## src/hw/tmc_pkg.sv

```systemverilog
`default_nettype none
package tmc_pkg;
    localparam int          ADDR_W        = 8;
    localparam logic [7:0]  OFF_CTRL0     = 8'h00;
    localparam logic [7:0]  OFF_CTRL1     = 8'h04;
    localparam logic [7:0]  OFF_CNT_L     = 8'h08;
    localparam logic [7:0]  OFF_CNT_H     = 8'h0C;
    localparam logic [7:0]  OFF_CMPA_L    = 8'h10;
    localparam logic [7:0]  OFF_CMPA_H    = 8'h14;
    localparam logic [7:0]  OFF_CMPP      = 8'h18;
    localparam logic [7:0]  OFF_INT_STAT  = 8'h1C;
    localparam logic [7:0]  OFF_INT_MASK  = 8'h20;
    localparam logic [7:0]  OFF_PIN_SEL   = 8'h24;
    // Control register 0 fields
    localparam int          C0_PAUSE      = 7;
    localparam int          C0_CLK_HI     = 6;
    localparam int          C0_CLK_LO     = 4;
    localparam int          C0_ON         = 3;
    localparam logic [7:0]  C0_MASK       = 8'hF8;
    // Control register 1 fields
    localparam int          C1_MODE_HI    = 7;
    localparam int          C1_MODE_LO    = 6;
    localparam int          C1_FUNC_HI    = 5;
    localparam int          C1_FUNC_LO    = 4;
    localparam int          C1_OC         = 3;
    localparam int          C1_POL        = 2;
    localparam int          C1_DPX        = 1;
    localparam int          C1_CCLR       = 0;
    // Interrupt bits
    localparam int          IRQ_A         = 0;
    localparam int          IRQ_P         = 1;
    // Pin-sharing selection bits
    localparam int          PS_CLK_EN     = 0;
    localparam int          PS_CAP_EN     = 1;
    localparam int          PS_OUT_EN     = 2;
    localparam int          PS_CAP_CLKPIN = 3;
    localparam logic [7:0]  RST_BYTE      = 8'h00;
    localparam logic [15:0] RST_WORD      = 16'h0000;
    localparam logic [5:0]  PRE_DIV4      = 6'h03;
    localparam logic [5:0]  PRE_DIV16     = 6'h0F;
    localparam logic [5:0]  PRE_DIV64     = 6'h3F;

    typedef enum logic [1:0] {
        TMC_MODE_CMP   = 2'b00,
        TMC_MODE_CAP   = 2'b01,
        TMC_MODE_PWM   = 2'b10,
        TMC_MODE_TIMER = 2'b11
    } tmc_mode_t;

    typedef enum logic [2:0] {
        TMC_CLK_SYS4  = 3'b000,
        TMC_CLK_SYS   = 3'b001,
        TMC_CLK_H16   = 3'b010,
        TMC_CLK_H64   = 3'b011,
        TMC_CLK_SUB0  = 3'b100,
        TMC_CLK_SUB1  = 3'b101,
        TMC_CLK_PINR  = 3'b110,
        TMC_CLK_PINF  = 3'b111
    } tmc_clk_t;
endpackage : tmc_pkg
`default_nettype wire

```

## src/hw/tmc_edge_sync.sv

```systemverilog
`default_nettype none
module tmc_edge_sync (
    input  wire logic i_clk,
    input  wire logic i_arst_n,
    input  wire logic i_pin,
    output logic      o_rise,
    output logic      o_fall
);
    logic meta_ff;
    logic sync_ff;
    logic prev_ff;

    always_ff @(posedge i_clk or negedge i_arst_n) begin
        if (!i_arst_n) begin
            meta_ff <= 1'b0;
            sync_ff <= 1'b0;
            prev_ff <= 1'b0;
        end else begin
            meta_ff <= i_pin;
            sync_ff <= meta_ff;
            prev_ff <= sync_ff;
        end
    end

    // One pulse per edge, taken only behind the second stage
    assign o_rise = sync_ff & ~prev_ff;
    assign o_fall = ~sync_ff & prev_ff;
endmodule : tmc_edge_sync
`default_nettype wire

```

## src/hw/tmc_timer.sv

```systemverilog
// The APB interface to the registers and the address map were chosen for this implementation.
`default_nettype none
module tmc_timer #(
    parameter bit HAS_INV_OUT = 1'b1
) (
    input  wire logic        I_CLK,
    input  wire logic        I_ARST_N,
    input  wire logic        I_PSEL,
    input  wire logic        I_PENABLE,
    input  wire logic        I_PWRITE,
    input  wire logic [7:0]  I_PADDR,
    input  wire logic [31:0] I_PWDATA,
    output logic      [31:0] O_PRDATA,
    output logic             O_PREADY,
    output logic             O_PSLVERR,
    input  wire logic        I_SUB_CLK,
    input  wire logic        I_TIMER_CLOCK_INPUT_PIN,
    input  wire logic        I_TIMER_CAPTURE_INPUT_PIN,
    output logic             O_TIMER_OUTPUT_PIN,
    output logic             O_TIMER_OUTPUT_PIN_OE,
    output logic             O_TIMER_INVERTED_OUTPUT_PIN,
    output logic             O_TIMER_INVERTED_OUTPUT_PIN_OE,
    output logic             O_IRQ
);
    function automatic logic is_off(input logic [7:0] a, input logic [7:0] off);
        return a == off;
    endfunction : is_off

    logic [7:0]  ctrl0_ff;
    logic [7:0]  ctrl1_ff;
    logic [15:0] cmpa_ff;
    logic [7:0]  cmpp_ff;
    logic [7:0]  buf_ff;
    logic [7:0]  snap_ff;
    logic [1:0]  stat_ff;
    logic [1:0]  mask_ff;
    logic [3:0]  pinsel_ff;
    logic [15:0] cnt_ff;
    logic [5:0]  pre_ff;
    logic        on_d_ff;
    logic        out_ff;
    logic [31:0] prdata_ff;
    logic        pready_ff;
    logic        pslverr_ff;
    logic        irq_ff;
    logic        opin_ff;
    logic        oinv_ff;
    logic        oe_ff;
    logic        oe_inv_ff;

    logic        sub_rise;
    logic        ck_rise;
    logic        ck_fall;
    logic        cp_rise;
    logic        cp_fall;

    tmc_edge_sync u_sub_sync (
        .i_clk    (I_CLK),
        .i_arst_n (I_ARST_N),
        .i_pin    (I_SUB_CLK),
        .o_rise   (sub_rise),
        .o_fall   ()
    );

    tmc_edge_sync u_clk_sync (
        .i_clk    (I_CLK),
        .i_arst_n (I_ARST_N),
        .i_pin    (I_TIMER_CLOCK_INPUT_PIN),
        .o_rise   (ck_rise),
        .o_fall   (ck_fall)
    );

    tmc_edge_sync u_cap_sync (
        .i_clk    (I_CLK),
        .i_arst_n (I_ARST_N),
        .i_pin    (I_TIMER_CAPTURE_INPUT_PIN),
        .o_rise   (cp_rise),
        .o_fall   (cp_fall)
    );

    // Field views
    tmc_pkg::tmc_mode_t mode;
    tmc_pkg::tmc_clk_t  clk_sel;
    logic [1:0] func;
    logic       on;
    logic       pause;
    logic       oc;
    logic       pol;
    logic       dpx;
    logic       cclr;

    assign mode    = tmc_pkg::tmc_mode_t'(ctrl1_ff[tmc_pkg::C1_MODE_HI:tmc_pkg::C1_MODE_LO]);
    assign clk_sel = tmc_pkg::tmc_clk_t'(ctrl0_ff[tmc_pkg::C0_CLK_HI:tmc_pkg::C0_CLK_LO]);
    assign func    = ctrl1_ff[tmc_pkg::C1_FUNC_HI:tmc_pkg::C1_FUNC_LO];
    assign on      = ctrl0_ff[tmc_pkg::C0_ON];
    assign pause   = ctrl0_ff[tmc_pkg::C0_PAUSE];
    assign oc      = ctrl1_ff[tmc_pkg::C1_OC];
    assign pol     = ctrl1_ff[tmc_pkg::C1_POL];
    assign dpx     = ctrl1_ff[tmc_pkg::C1_DPX];
    assign cclr    = ctrl1_ff[tmc_pkg::C1_CCLR];

    // Pins only reach the timer once selected through pin sharing
    logic ck_r_en;
    logic ck_f_en;
    logic cp_r_en;
    logic cp_f_en;
    assign ck_r_en = ck_rise & pinsel_ff[tmc_pkg::PS_CLK_EN];
    assign ck_f_en = ck_fall & pinsel_ff[tmc_pkg::PS_CLK_EN];
    assign cp_r_en = pinsel_ff[tmc_pkg::PS_CAP_CLKPIN] ? ck_r_en :
                     (cp_rise & pinsel_ff[tmc_pkg::PS_CAP_EN]);
    assign cp_f_en = pinsel_ff[tmc_pkg::PS_CAP_CLKPIN] ? ck_f_en :
                     (cp_fall & pinsel_ff[tmc_pkg::PS_CAP_EN]);

    // APB decode
    logic setup;
    logic acc;
    logic wr;
    logic rd;
    logic mapped;
    assign setup = I_PSEL & ~I_PENABLE;
    assign acc   = I_PSEL & I_PENABLE & pready_ff;
    assign wr    = acc & I_PWRITE;
    assign rd    = acc & ~I_PWRITE;

    // Count tick; the high clock is taken equal to the system clock here
    logic tick;
    always_comb begin
        unique case (clk_sel)
            tmc_pkg::TMC_CLK_SYS4: tick = (pre_ff[1:0] == tmc_pkg::PRE_DIV4[1:0]);
            tmc_pkg::TMC_CLK_SYS:  tick = 1'b1;
            tmc_pkg::TMC_CLK_H16:  tick = (pre_ff[3:0] == tmc_pkg::PRE_DIV16[3:0]);
            tmc_pkg::TMC_CLK_H64:  tick = (pre_ff == tmc_pkg::PRE_DIV64);
            tmc_pkg::TMC_CLK_SUB0: tick = sub_rise;
            tmc_pkg::TMC_CLK_SUB1: tick = sub_rise;
            tmc_pkg::TMC_CLK_PINR: tick = ck_r_en;
            tmc_pkg::TMC_CLK_PINF: tick = ck_f_en;
        endcase
    end

    logic        run;
    logic        on_rise;
    logic [15:0] cnt_inc;
    logic        a_hit;
    logic        p_hit;
    logic        clr_hit;
    logic        period_hit;
    logic        duty_hit;
    logic        cap_evt;
    logic        sp_trig;
    logic        is_pwm;

    assign run     = on & ~pause;
    assign on_rise = on & ~on_d_ff;
    assign cnt_inc = cnt_ff + 16'h0001;
    assign is_pwm  = (mode == tmc_pkg::TMC_MODE_PWM);
    // Matches are judged on the value the counter is about to take
    assign a_hit   = run & tick & (cnt_inc == cmpa_ff);
    assign p_hit   = run & tick & (cnt_inc[15:8] == cmpp_ff) & (cnt_inc[7:0] == 8'h00);
    assign period_hit = dpx ? a_hit : p_hit;
    assign duty_hit   = dpx ? p_hit : a_hit;
    assign clr_hit = is_pwm ? period_hit : (cclr ? a_hit : p_hit);
    assign sp_trig = is_pwm & (func == 2'b11) & on & ck_r_en;
    always_comb begin
        cap_evt = 1'b0;
        if ((mode == tmc_pkg::TMC_MODE_CAP) && on) begin
            unique case (func)
                2'b00: cap_evt = cp_r_en;
                2'b01: cap_evt = cp_f_en;
                2'b10: cap_evt = cp_r_en | cp_f_en;
                2'b11: cap_evt = 1'b0;
            endcase
        end
    end

    always_ff @(posedge I_CLK or negedge I_ARST_N) begin
        if (!I_ARST_N) begin
            pre_ff  <= 6'h00;
            on_d_ff <= 1'b0;
        end else begin
            pre_ff  <= pre_ff + 6'h01;
            on_d_ff <= on;
        end
    end

    always_ff @(posedge I_CLK or negedge I_ARST_N) begin
        if (!I_ARST_N) begin
            cnt_ff <= tmc_pkg::RST_WORD;
        end else if (on_rise || sp_trig) begin
            cnt_ff <= tmc_pkg::RST_WORD;
        end else if (run && tick) begin
            // Overflow wraps to zero by itself
            cnt_ff <= clr_hit ? tmc_pkg::RST_WORD : cnt_inc;
        end
    end

    // Output level before polarity; oc is the active level
    always_ff @(posedge I_CLK or negedge I_ARST_N) begin
        if (!I_ARST_N) begin
            out_ff <= 1'b0;
        end else begin
            unique case (mode)
                tmc_pkg::TMC_MODE_CMP: begin
                    if (on_rise) begin
                        out_ff <= oc;
                    end else if (a_hit) begin
                        unique case (func)
                            2'b00: out_ff <= out_ff;
                            2'b01: out_ff <= 1'b0;
                            2'b10: out_ff <= 1'b1;
                            2'b11: out_ff <= ~out_ff;
                        endcase
                    end
                end
                tmc_pkg::TMC_MODE_PWM: begin
                    unique case (func)
                        2'b00: out_ff <= ~oc;
                        2'b01: out_ff <= oc;
                        2'b10: begin
                            // Period wins a tie so a full duty stays active
                            if (on_rise || period_hit) begin
                                out_ff <= oc;
                            end else if (duty_hit) begin
                                out_ff <= ~oc;
                            end
                        end
                        2'b11: begin
                            if (sp_trig) begin
                                out_ff <= oc;
                            end else if (on_rise || a_hit) begin
                                out_ff <= ~oc;
                            end
                        end
                    endcase
                end
                tmc_pkg::TMC_MODE_CAP: out_ff <= oc;
                tmc_pkg::TMC_MODE_TIMER: out_ff <= oc;
            endcase
        end
    end

    always_ff @(posedge I_CLK or negedge I_ARST_N) begin
        if (!I_ARST_N) begin
            opin_ff   <= 1'b0;
            oinv_ff   <= 1'b0;
            oe_ff     <= 1'b0;
            oe_inv_ff <= 1'b0;
        end else begin
            opin_ff   <= out_ff ^ pol;
            oinv_ff   <= HAS_INV_OUT & ~(out_ff ^ pol);
            oe_ff     <= pinsel_ff[tmc_pkg::PS_OUT_EN]
                         & (mode != tmc_pkg::TMC_MODE_TIMER)
                         & (mode != tmc_pkg::TMC_MODE_CAP);
            oe_inv_ff <= HAS_INV_OUT & pinsel_ff[tmc_pkg::PS_OUT_EN]
                         & (mode != tmc_pkg::TMC_MODE_TIMER)
                         & (mode != tmc_pkg::TMC_MODE_CAP);
        end
    end

    // Control and compare registers
    always_ff @(posedge I_CLK or negedge I_ARST_N) begin
        if (!I_ARST_N) begin
            ctrl0_ff  <= tmc_pkg::RST_BYTE;
            ctrl1_ff  <= tmc_pkg::RST_BYTE;
            cmpp_ff   <= tmc_pkg::RST_BYTE;
            mask_ff   <= 2'b00;
            pinsel_ff <= 4'h0;
        end else if (wr) begin
            if (is_off(I_PADDR, tmc_pkg::OFF_CTRL0)) begin
                ctrl0_ff <= I_PWDATA[7:0] & tmc_pkg::C0_MASK;
            end
            if (is_off(I_PADDR, tmc_pkg::OFF_CTRL1)) begin
                ctrl1_ff <= I_PWDATA[7:0];
            end
            if (is_off(I_PADDR, tmc_pkg::OFF_CMPP)) begin
                cmpp_ff <= I_PWDATA[7:0];
            end
            if (is_off(I_PADDR, tmc_pkg::OFF_INT_MASK)) begin
                mask_ff <= I_PWDATA[1:0];
            end
            if (is_off(I_PADDR, tmc_pkg::OFF_PIN_SEL)) begin
                pinsel_ff <= I_PWDATA[3:0];
            end
        end
    end

    // Capture takes priority over a software write in the same cycle
    always_ff @(posedge I_CLK or negedge I_ARST_N) begin
        if (!I_ARST_N) begin
            cmpa_ff <= tmc_pkg::RST_WORD;
        end else if (cap_evt) begin
            cmpa_ff <= cnt_ff;
        end else if (wr && is_off(I_PADDR, tmc_pkg::OFF_CMPA_H)) begin
            cmpa_ff <= {I_PWDATA[7:0], buf_ff};
        end
    end

    // One buffer shared by every low byte
    always_ff @(posedge I_CLK or negedge I_ARST_N) begin
        if (!I_ARST_N) begin
            buf_ff <= tmc_pkg::RST_BYTE;
        end else if (wr && is_off(I_PADDR, tmc_pkg::OFF_CMPA_L)) begin
            buf_ff <= I_PWDATA[7:0];
        end else if (rd && (is_off(I_PADDR, tmc_pkg::OFF_CNT_H)
                            || is_off(I_PADDR, tmc_pkg::OFF_CMPA_H))) begin
            buf_ff <= snap_ff;
        end
    end

    // Low byte frozen with the high byte when the read data is formed
    always_ff @(posedge I_CLK or negedge I_ARST_N) begin
        if (!I_ARST_N) begin
            snap_ff <= tmc_pkg::RST_BYTE;
        end else if (setup) begin
            snap_ff <= is_off(I_PADDR, tmc_pkg::OFF_CNT_H) ? cnt_ff[7:0] : cmpa_ff[7:0];
        end
    end

    // Sticky status; an event in the clearing cycle survives
    logic [1:0] nxt_stat;
    logic [1:0] stat_clr;
    assign stat_clr = (wr && is_off(I_PADDR, tmc_pkg::OFF_INT_STAT)) ? I_PWDATA[1:0] : 2'b00;
    always_comb begin
        nxt_stat = stat_ff & ~stat_clr;
        nxt_stat[tmc_pkg::IRQ_A] = nxt_stat[tmc_pkg::IRQ_A] | a_hit | cap_evt;
        nxt_stat[tmc_pkg::IRQ_P] = nxt_stat[tmc_pkg::IRQ_P] | p_hit;
    end

    always_ff @(posedge I_CLK or negedge I_ARST_N) begin
        if (!I_ARST_N) begin
            stat_ff <= 2'b00;
            irq_ff  <= 1'b0;
        end else begin
            stat_ff <= nxt_stat;
            irq_ff  <= |(nxt_stat & mask_ff);
        end
    end

    // Read data; the low-byte addresses only ever show the buffer
    logic [7:0] rbyte;
    always_comb begin
        rbyte  = 8'h00;
        mapped = 1'b1;
        unique case (I_PADDR)
            tmc_pkg::OFF_CTRL0:    rbyte = ctrl0_ff;
            tmc_pkg::OFF_CTRL1:    rbyte = ctrl1_ff;
            tmc_pkg::OFF_CNT_L:    rbyte = buf_ff;
            tmc_pkg::OFF_CNT_H:    rbyte = cnt_ff[15:8];
            tmc_pkg::OFF_CMPA_L:   rbyte = buf_ff;
            tmc_pkg::OFF_CMPA_H:   rbyte = cmpa_ff[15:8];
            tmc_pkg::OFF_CMPP:     rbyte = cmpp_ff;
            tmc_pkg::OFF_INT_STAT: rbyte = {6'h00, stat_ff};
            tmc_pkg::OFF_INT_MASK: rbyte = {6'h00, mask_ff};
            tmc_pkg::OFF_PIN_SEL:  rbyte = {4'h0, pinsel_ff};
            default:               mapped = 1'b0;
        endcase
    end

    // Zero wait states: ready is raised for the access phase
    always_ff @(posedge I_CLK or negedge I_ARST_N) begin
        if (!I_ARST_N) begin
            pready_ff  <= 1'b0;
            pslverr_ff <= 1'b0;
            prdata_ff  <= 32'h0000_0000;
        end else begin
            pready_ff  <= setup;
            pslverr_ff <= setup & ~mapped;
            if (setup && !I_PWRITE) begin
                prdata_ff <= {24'h00_0000, rbyte};
            end
        end
    end

    assign O_PRDATA                       = prdata_ff;
    assign O_PREADY                       = pready_ff;
    assign O_PSLVERR                      = pslverr_ff;
    assign O_TIMER_OUTPUT_PIN             = opin_ff;
    assign O_TIMER_OUTPUT_PIN_OE          = oe_ff;
    assign O_TIMER_INVERTED_OUTPUT_PIN    = oinv_ff;
    assign O_TIMER_INVERTED_OUTPUT_PIN_OE = oe_inv_ff;
    assign O_IRQ                          = irq_ff;
endmodule : tmc_timer
`default_nettype wire

```

## config.mk

```make
export PLATFORM = sky130hd
export DESIGN_NAME = tmc_timer
export DESIGN_NICKNAME = d
export VERILOG_FILES = /design/src/hw/tmc_pkg.sv /design/src/hw/tmc_edge_sync.sv /design/src/hw/tmc_timer.sv
export SDC_FILE = /design/constraint.sdc
export NUM_CORES = 1
export LEC_CHECK = 0
export ABC_CLOCK_PERIOD_IN_PS = 2900
export BUFFER_PORTS_ARGS = -buffer_cell sky130_fd_sc_hd__buf_2
export CORE_ASPECT_RATIO = 1.5
export CORE_MARGIN = 2
export CORE_UTILIZATION = 40
export DETAILED_ROUTE_END_ITERATION = 8
export PLACE_DENSITY = 0.61
export SETUP_SLACK_MARGIN = 0.4
export SYNTH_ARGS = -nofsm -noshare
export SYNTH_HDL_FRONTEND = slang
export SYNTH_SLANG_ARGS = --single-unit
```

## constraint.sdc

```tcl
create_clock -name I_CLK -period 2.9 [get_ports I_CLK]
set_input_delay 0.29 -clock I_CLK [delete_from_list [all_inputs] [get_ports I_CLK]]
set_output_delay 0.29 -clock I_CLK [all_outputs]
set_load 0.03 [all_outputs]
```

* Word level (Yosys, flattened, before mapping)
Cells that the tools add are included.
Widths: inputs -> output; s select.
** Operators by class
- $add $sub $neg :: 2
- Eq/ne operators :: 33
- Muxes and demuxes :: 29
- Bitwise logic cells :: 47
- Reductions and logical operators :: 31
** Operator list (count)
- $mux 16 :: 5
- $pmux 8 s9 :: 1
- $eq 8x5->1 const B :: 4
- $and 1x1->1 :: 26
- $mux 8 :: 3
- $add 16x1->16 const B :: 1
- $eq 16x16->1 :: 1
- $eq 8x4->1 const B :: 2
- $eq 8x6->1 const B :: 2
- $logic_not 8->1 :: 2
- $mux 1 :: 14
- $not 1->1 :: 13
- $eq 3x3->1 const B :: 4
- $eq 2x2->1 const B :: 5
- $reduce_and 2->1 :: 5
- $reduce_or 10->1 :: 1
- $eq 8x3->1 const B :: 1
- $eq 8x8->1 :: 1
- $pmux 1 s4 :: 2
- $reduce_or 2->1 :: 4
- $logic_and 1x1->1 :: 7
- $pmux 1 s7 :: 1
- $add 6x1->6 const B :: 1
- $eq 3x2->1 const B :: 2
- other kinds (21) :: 34
** Word-level totals
- Register bits after elaboration :: 108
- Input bits :: 48
- Output and inout bits :: 39
- Logic and storage cells :: 171

* Longest topological paths before layout
- Word-level depth :: 12
- Mapped depth :: 11

* Hierarchy
Synthesis repeated with hierarchy kept, for this count alone.
** Second synthesis, totals
- Cells, all modules :: 617
- Area total of the unflattened synthesis :: 6198.4 µm²
** By module, submodules not included
- tmc_timer :: times used 1, cells each 602, area each 5928.2 µm², seq. area each 2477.4 µm²
- tmc_edge_sync :: times used 3, cells each 5, area each 90.1 µm², seq. area each 75.1 µm²

* Least setup slack after synthesis
OpenSTA, ideal clock, no wires.
- Path kind :: reg-to-reg
- Start point :: reg cnt_ff[1]
- End point :: reg out_ff
- Data arrival time :: 2.648 ns
- Setup slack :: 0.126 ns
- Stages on the path, launching flop included :: 11
- Path buffers :: 1
- Clock period less this slack :: 2.774 ns
- Path through :: dfrtp_1 > ha_1 > buf_2 > and4_1 > nand3_1 > xnor2_1 > nor4_2 > nand4_2 > or3_1 > and2_1 > o32a_1
** On the way
- Longest elaborated chain between the ends :: 9
- Elaborated cells on any way between the ends :: 18
- Classes of those cells :: add/sub: 1; eq/ne: 5; mux: 5; bitwise: 3; reduce/logical: 4
** RTL lines
- from (decl) :: line tmc_timer.sv:38 : logic [15:0] cnt_ff;
- from (signal assigned) :: line tmc_timer.sv:187 : cnt_ff <= tmc_pkg::RST_WORD;
- from (signal assigned) :: line tmc_timer.sv:189 : cnt_ff <= tmc_pkg::RST_WORD;
- from (signal assigned) :: line tmc_timer.sv:192 : cnt_ff <= clr_hit ? tmc_pkg::RST_WORD : cnt_inc;
- $add 16x1->16 * :: line tmc_timer.sv:154 : assign cnt_inc = cnt_ff + 16'h0001;
- $eq 8x8->1 :: line tmc_timer.sv:158 : assign p_hit = run & tick & (cnt_inc[15:8] == cmpp_ff) & (cnt_inc[7:0] == 8'h00);
- $and 1x1->1 (2 in series) :: line tmc_timer.sv:158
- $mux 1 :: line tmc_timer.sv:159 : assign period_hit = dpx ? a_hit : p_hit;
- $logic_or 1x1->1 :: line tmc_timer.sv:220 : if (on_rise || period_hit) begin
- $mux 1 :: line tmc_timer.sv:220
- $pmux 1 s4 :: line tmc_timer.sv:215 : unique case (func)
- $pmux 1 s3 :: line tmc_timer.sv:201 : unique case (mode)
- to (signal assigned) :: line tmc_timer.sv:207 : 2'b00: out_ff <= out_ff;
- to (signal assigned) :: line tmc_timer.sv:216 : 2'b00: out_ff <= ~oc;
- to (signal assigned) :: line tmc_timer.sv:223 : out_ff <= ~oc;
- to (decl) :: line tmc_timer.sv:41 : logic out_ff;
Mark *: on every way between the ends. The rest lies on a longest branch, timed or not.
A chain may end at the register's enable or synchronous reset.

* Worst setup path in the final report
- Start point :: reg cnt_ff[0]
- End point :: reg out_ff
Same word-level chain as after synthesis.

==> flow_metrics.py <==
metrics = {
    "yosys": {
        "synth_top_family_by_area": "simple AND/OR/NAND/NOR gates",
        "synth-edff-count": 0,
        "ys_top_cells_by_area": "dfrtp_1 43%, mux2i_1 6.1%, mux2_2 5.1%, xnor2_1 3.6%, nor2_1 3.1%",
        "synth-simple-area-share": 0.188,
        "synth-compound-area-share": 0.137,
        "synth-xor-area-share": 0.0589,
        "synth_cells": 632,
        "synth_commonest_cells": "108 x dfrtp_1, 51 x nor2_1, 46 x nand2_1",
        "synth_area_per_cell_um2": 9.88,
        "yosysTopAreaCell": "dfrtp_1",
        "synth-adder-area-share": 0.00601,
        "synth.most_common_cell": "dfrtp_1",
        "ys_seq_elements": 108,
        "synthArstFlopShare": 1.00,
        "yosys_warnings": 0,
        "synth_area_um2": 6240,
        "synthMuxAreaShare": 0.111,
        "yosysSeqAreaShare": 0.433,
        "synth_ff_type": "dfrtp_1",
        "synth_cell_types": 73,
        "synth_top_area_frac": 0.433,
    },
    "global_route": {
        "grt_first_pass_wirelength_um": 28100,
        "grt_pass1_vias": 5299,
        "grt_overflow_total": 0,
        "grtUsageTotal": 0.215,
        "antenna_found_initial": 0,
        "grt_max_degree": 47,
    },
    "power_and_ir_drop": {
        "total_power_w": 0.00316,
        "ir_drop_v": 0.000319,
        "total_leakage_power_nw": 3.40,
        "p_per_area_nw_per_um2": 427,
    },
    "sta": {
        "skew_ns": 0.0144,
        "hold_viol": 0,
        "slew_headroom": 0.492,
        "period_share": 0.943,
        "rsz0062_at_grt": "yes",
        "setup-tns-final_ns": 0,
        "layout_min_cycle_time_ns": 2.73,
        "worst_pin_slew_ns": 0.762,
        "finalMaxSlewViolations": 0,
        "fmax_ghz": 0.366,
        "setup_viol": 0,
    },
    "layout": {
        "synthToLayoutAreaGrowth_pct": 18.3,
        "final_cell_count_no_fill": 908,
        "post-route-util": 0.486,
        "drive_above_1_share": 0.247,
        "final_nets": 755,
        "fillers": 1396,
        "diodes": 0,
    },
    "critical_path": {
        "criticalPathCategory": "reg2reg",
        "startpoint_type": "flip-flop",
        "r2r-end": "out_ff$_DFFE_PN0P_",
        "required_ns": 3.13,
        "crit_arrival_ns": 2.96,
        "reg2reg_depth": 9,
        "rrSetupSlack_ns": 0.17,
        "r2r-start": "cnt_ff[0]$_DFFE_PN0P_",
        "worst-path-max-fanout": 5,
        "worstSetupEndpointType": "flip-flop",
    },
    "die": {
        "die_x_um": 106,
        "core_area_um2": 15200,
        "row_count": 55,
        "chipHeight_um": 157,
        "start_util": 0.410,
        "ios": 87,
        "die_area_um2": 16600,
    },
    "placed_design": {
        "place_congestion": 0.879,
        "hpwl_um": 13100,
        "place_inst": 888,
        "portBuffers": 38,
    },
    "cts": {
        "cts_tree": "built",
        "root_buffer": "clkbuf_16",
        "clock_latency_ns": 0.35,
        "tritoncts.num_buffers": 9,
        "cts.clk_slew.worst_paths_ns": 0.08,
        "htreeDepth": 3,
        "clkSinkCount": 108,
        "cts.path.max_buffers": 2,
    },
    "drt": {
        "drc_errors": 0,
        "first_pass_iters": 8,
        "antenna_left": 0,
        "drt_iter0_drc": 428,
        "dr_wl_met2_um": 9480,
        "drt-total-wl_um": 17400,
        "vias": 5234,
        "avgRoutedWirePerCell_um": 19.2,
        "highest_layer": "met4",
        "viasPerCell": 5.76,
        "wl_met1_um": 6590,
        "met3WireLength_um": 700,
    },
    "min_path": {
        "worstHoldStart": "I_SUB_CLK",
        "hold_depth": 1,
        "worst_hold_path.endpoint": "u_sub_sync.meta_ff$_DFF_PN0_",
        "hold_path.class": "in2reg",
    },
    "outcome": {
        "status": "finished, final reports clean",
    },
    "run": {
        "drv_cap": 0,
    },
}
[placed cells by master (no fill, tap or decap), types with 4 or more instances in the layout]
cell	count
dfrtp_1	102
buf_4	58
nor2_1	51
nand2_1	45
mux2i_1	38
buf_2	37
nand3_1	30
a21oi_1	28
mux2_2	28
xnor2_1	25
conb_1	24
o21ai_0	21
xor2_1	16
nand4_1	16
inv_1	14
a31oi_1	14
a222oi_1	12
nor3_1	9
clkbuf_16	9
and3_1	8
nand4b_1	6
o311ai_1	6
dfrtp_2	6
a221oi_1	5
and2_1	5
a22o_1	5
or3_1	4
nor4_4	4
nand3b_1	4
nand2b_1	4
buf_12	4
[area by class of cell]
class | count | area (um2) | share of cell area
clock buffers | 9 | 225 | 0.0305
inverters | 14 | 52.6 | 0.00712
repair buffers | 102 | 754 | 0.102
flip-flops and latches | 108 | 2710 | 0.367
multi-input cells | 469 | 3310 | 0.448
clock inverters | 7 | 81.3 | 0.0110
well taps | 199 | 249 | 0.0337
[cell families after synthesis]
| kind of cell | after synthesis |
|---|---|
| buf+inv | 78 |
| flops | 108 |
| simple gates | 212 |
| fa+ha+maj | 3 |
| xor+xnor | 42 |
| other cells | 1 |
| compound gates | 122 |
| mux | 66 |
[repair_timing]
action / CTS / global route
pin swaps: 1 / 1
gates resized for setup: 6 / 8
endpoints found under the setup margin: 18 / 19
hold buffers: 1 / 0
buffers inserted: 1 / 1
cloned: 1 / 0
endpoints found under the hold margin: 42 / 0
[flip-flops by register name, indices dropped and copies added (netlist names), 4 cells and up]
name and flops:
cmpa_ff 16, cmpp_ff 8, snap_ff 8, buf_ff 8, pinsel_ff 4, ctrl1_ff 8
cnt_ff 16, O_PRDATA 8, pre_ff 6, ctrl0_ff 5
[through the flow]
step,hold slack [ns],area (um2),setup WS [ns]
2_1_floorplan,-0.00559,6390,0.376
3_3_place_gp,0.321,6970,0.166
3_5_place_dp,0.325,6970,0.144
4_1_cts,0.0297,7340,0.163
5_1_grt,0.0355,7380,0.0188
6_report,0.0402,7380,0.167
[how the worst max path moves through the flow]
stage	slack, ns	to	cells past startpoint	start
after global placement	0.17	out_ff$_DFFE_PN0P_	9	cnt_ff[0]$_DFFE_PN0P_
after detailed placement	0.14	cnt_ff[4]$_DFFE_PN0P_	11	cnt_ff[0]$_DFFE_PN0P_
final	0.17	out_ff$_DFFE_PN0P_	9	cnt_ff[0]$_DFFE_PN0P_
after floorplan	0.38	out_ff$_DFFE_PN0P_	10	cnt_ff[1]$_DFFE_PN0P_
after CTS	0.16	out_ff$_DFFE_PN0P_	9	cnt_ff[0]$_DFFE_PN0P_
after global routing	0.02	out_ff$_DFFE_PN0P_	10	cnt_ff[1]$_DFFE_PN0P_
[critical path, cell delays in order (launching register included)]
cell      delay, ns
dfrtp_2        0.45
ha_1           0.34
xnor2_1        0.17
o211ai_1       0.11
a221o_1        0.29
nor4_2         0.19
nand4_2        0.21
o311ai_0       0.37
nand3_1        0.13
o32a_1         0.36
[per-layer routing]
| metal | track usage | vias up |
|---|---|---|
| li1 | - | 2410 |
| met1 | 0.244 | 2596 |
| met2 | 0.403 | 188 |
| met3 | 0.0232 | 40 |
| met4 | 0.0977 | 0 |
| met5 | 0 | - |
[power by group]
group	switching, W	total [W]	internal, W
clock network	0.000597	0.00128	0.000685
logic	0.000203	0.000278	0.0000755
registers	0.0000371	0.00160	0.00156
total	0.000837	0.00316	0.00232
No activity file was read; power rests on OpenSTA's default activity.
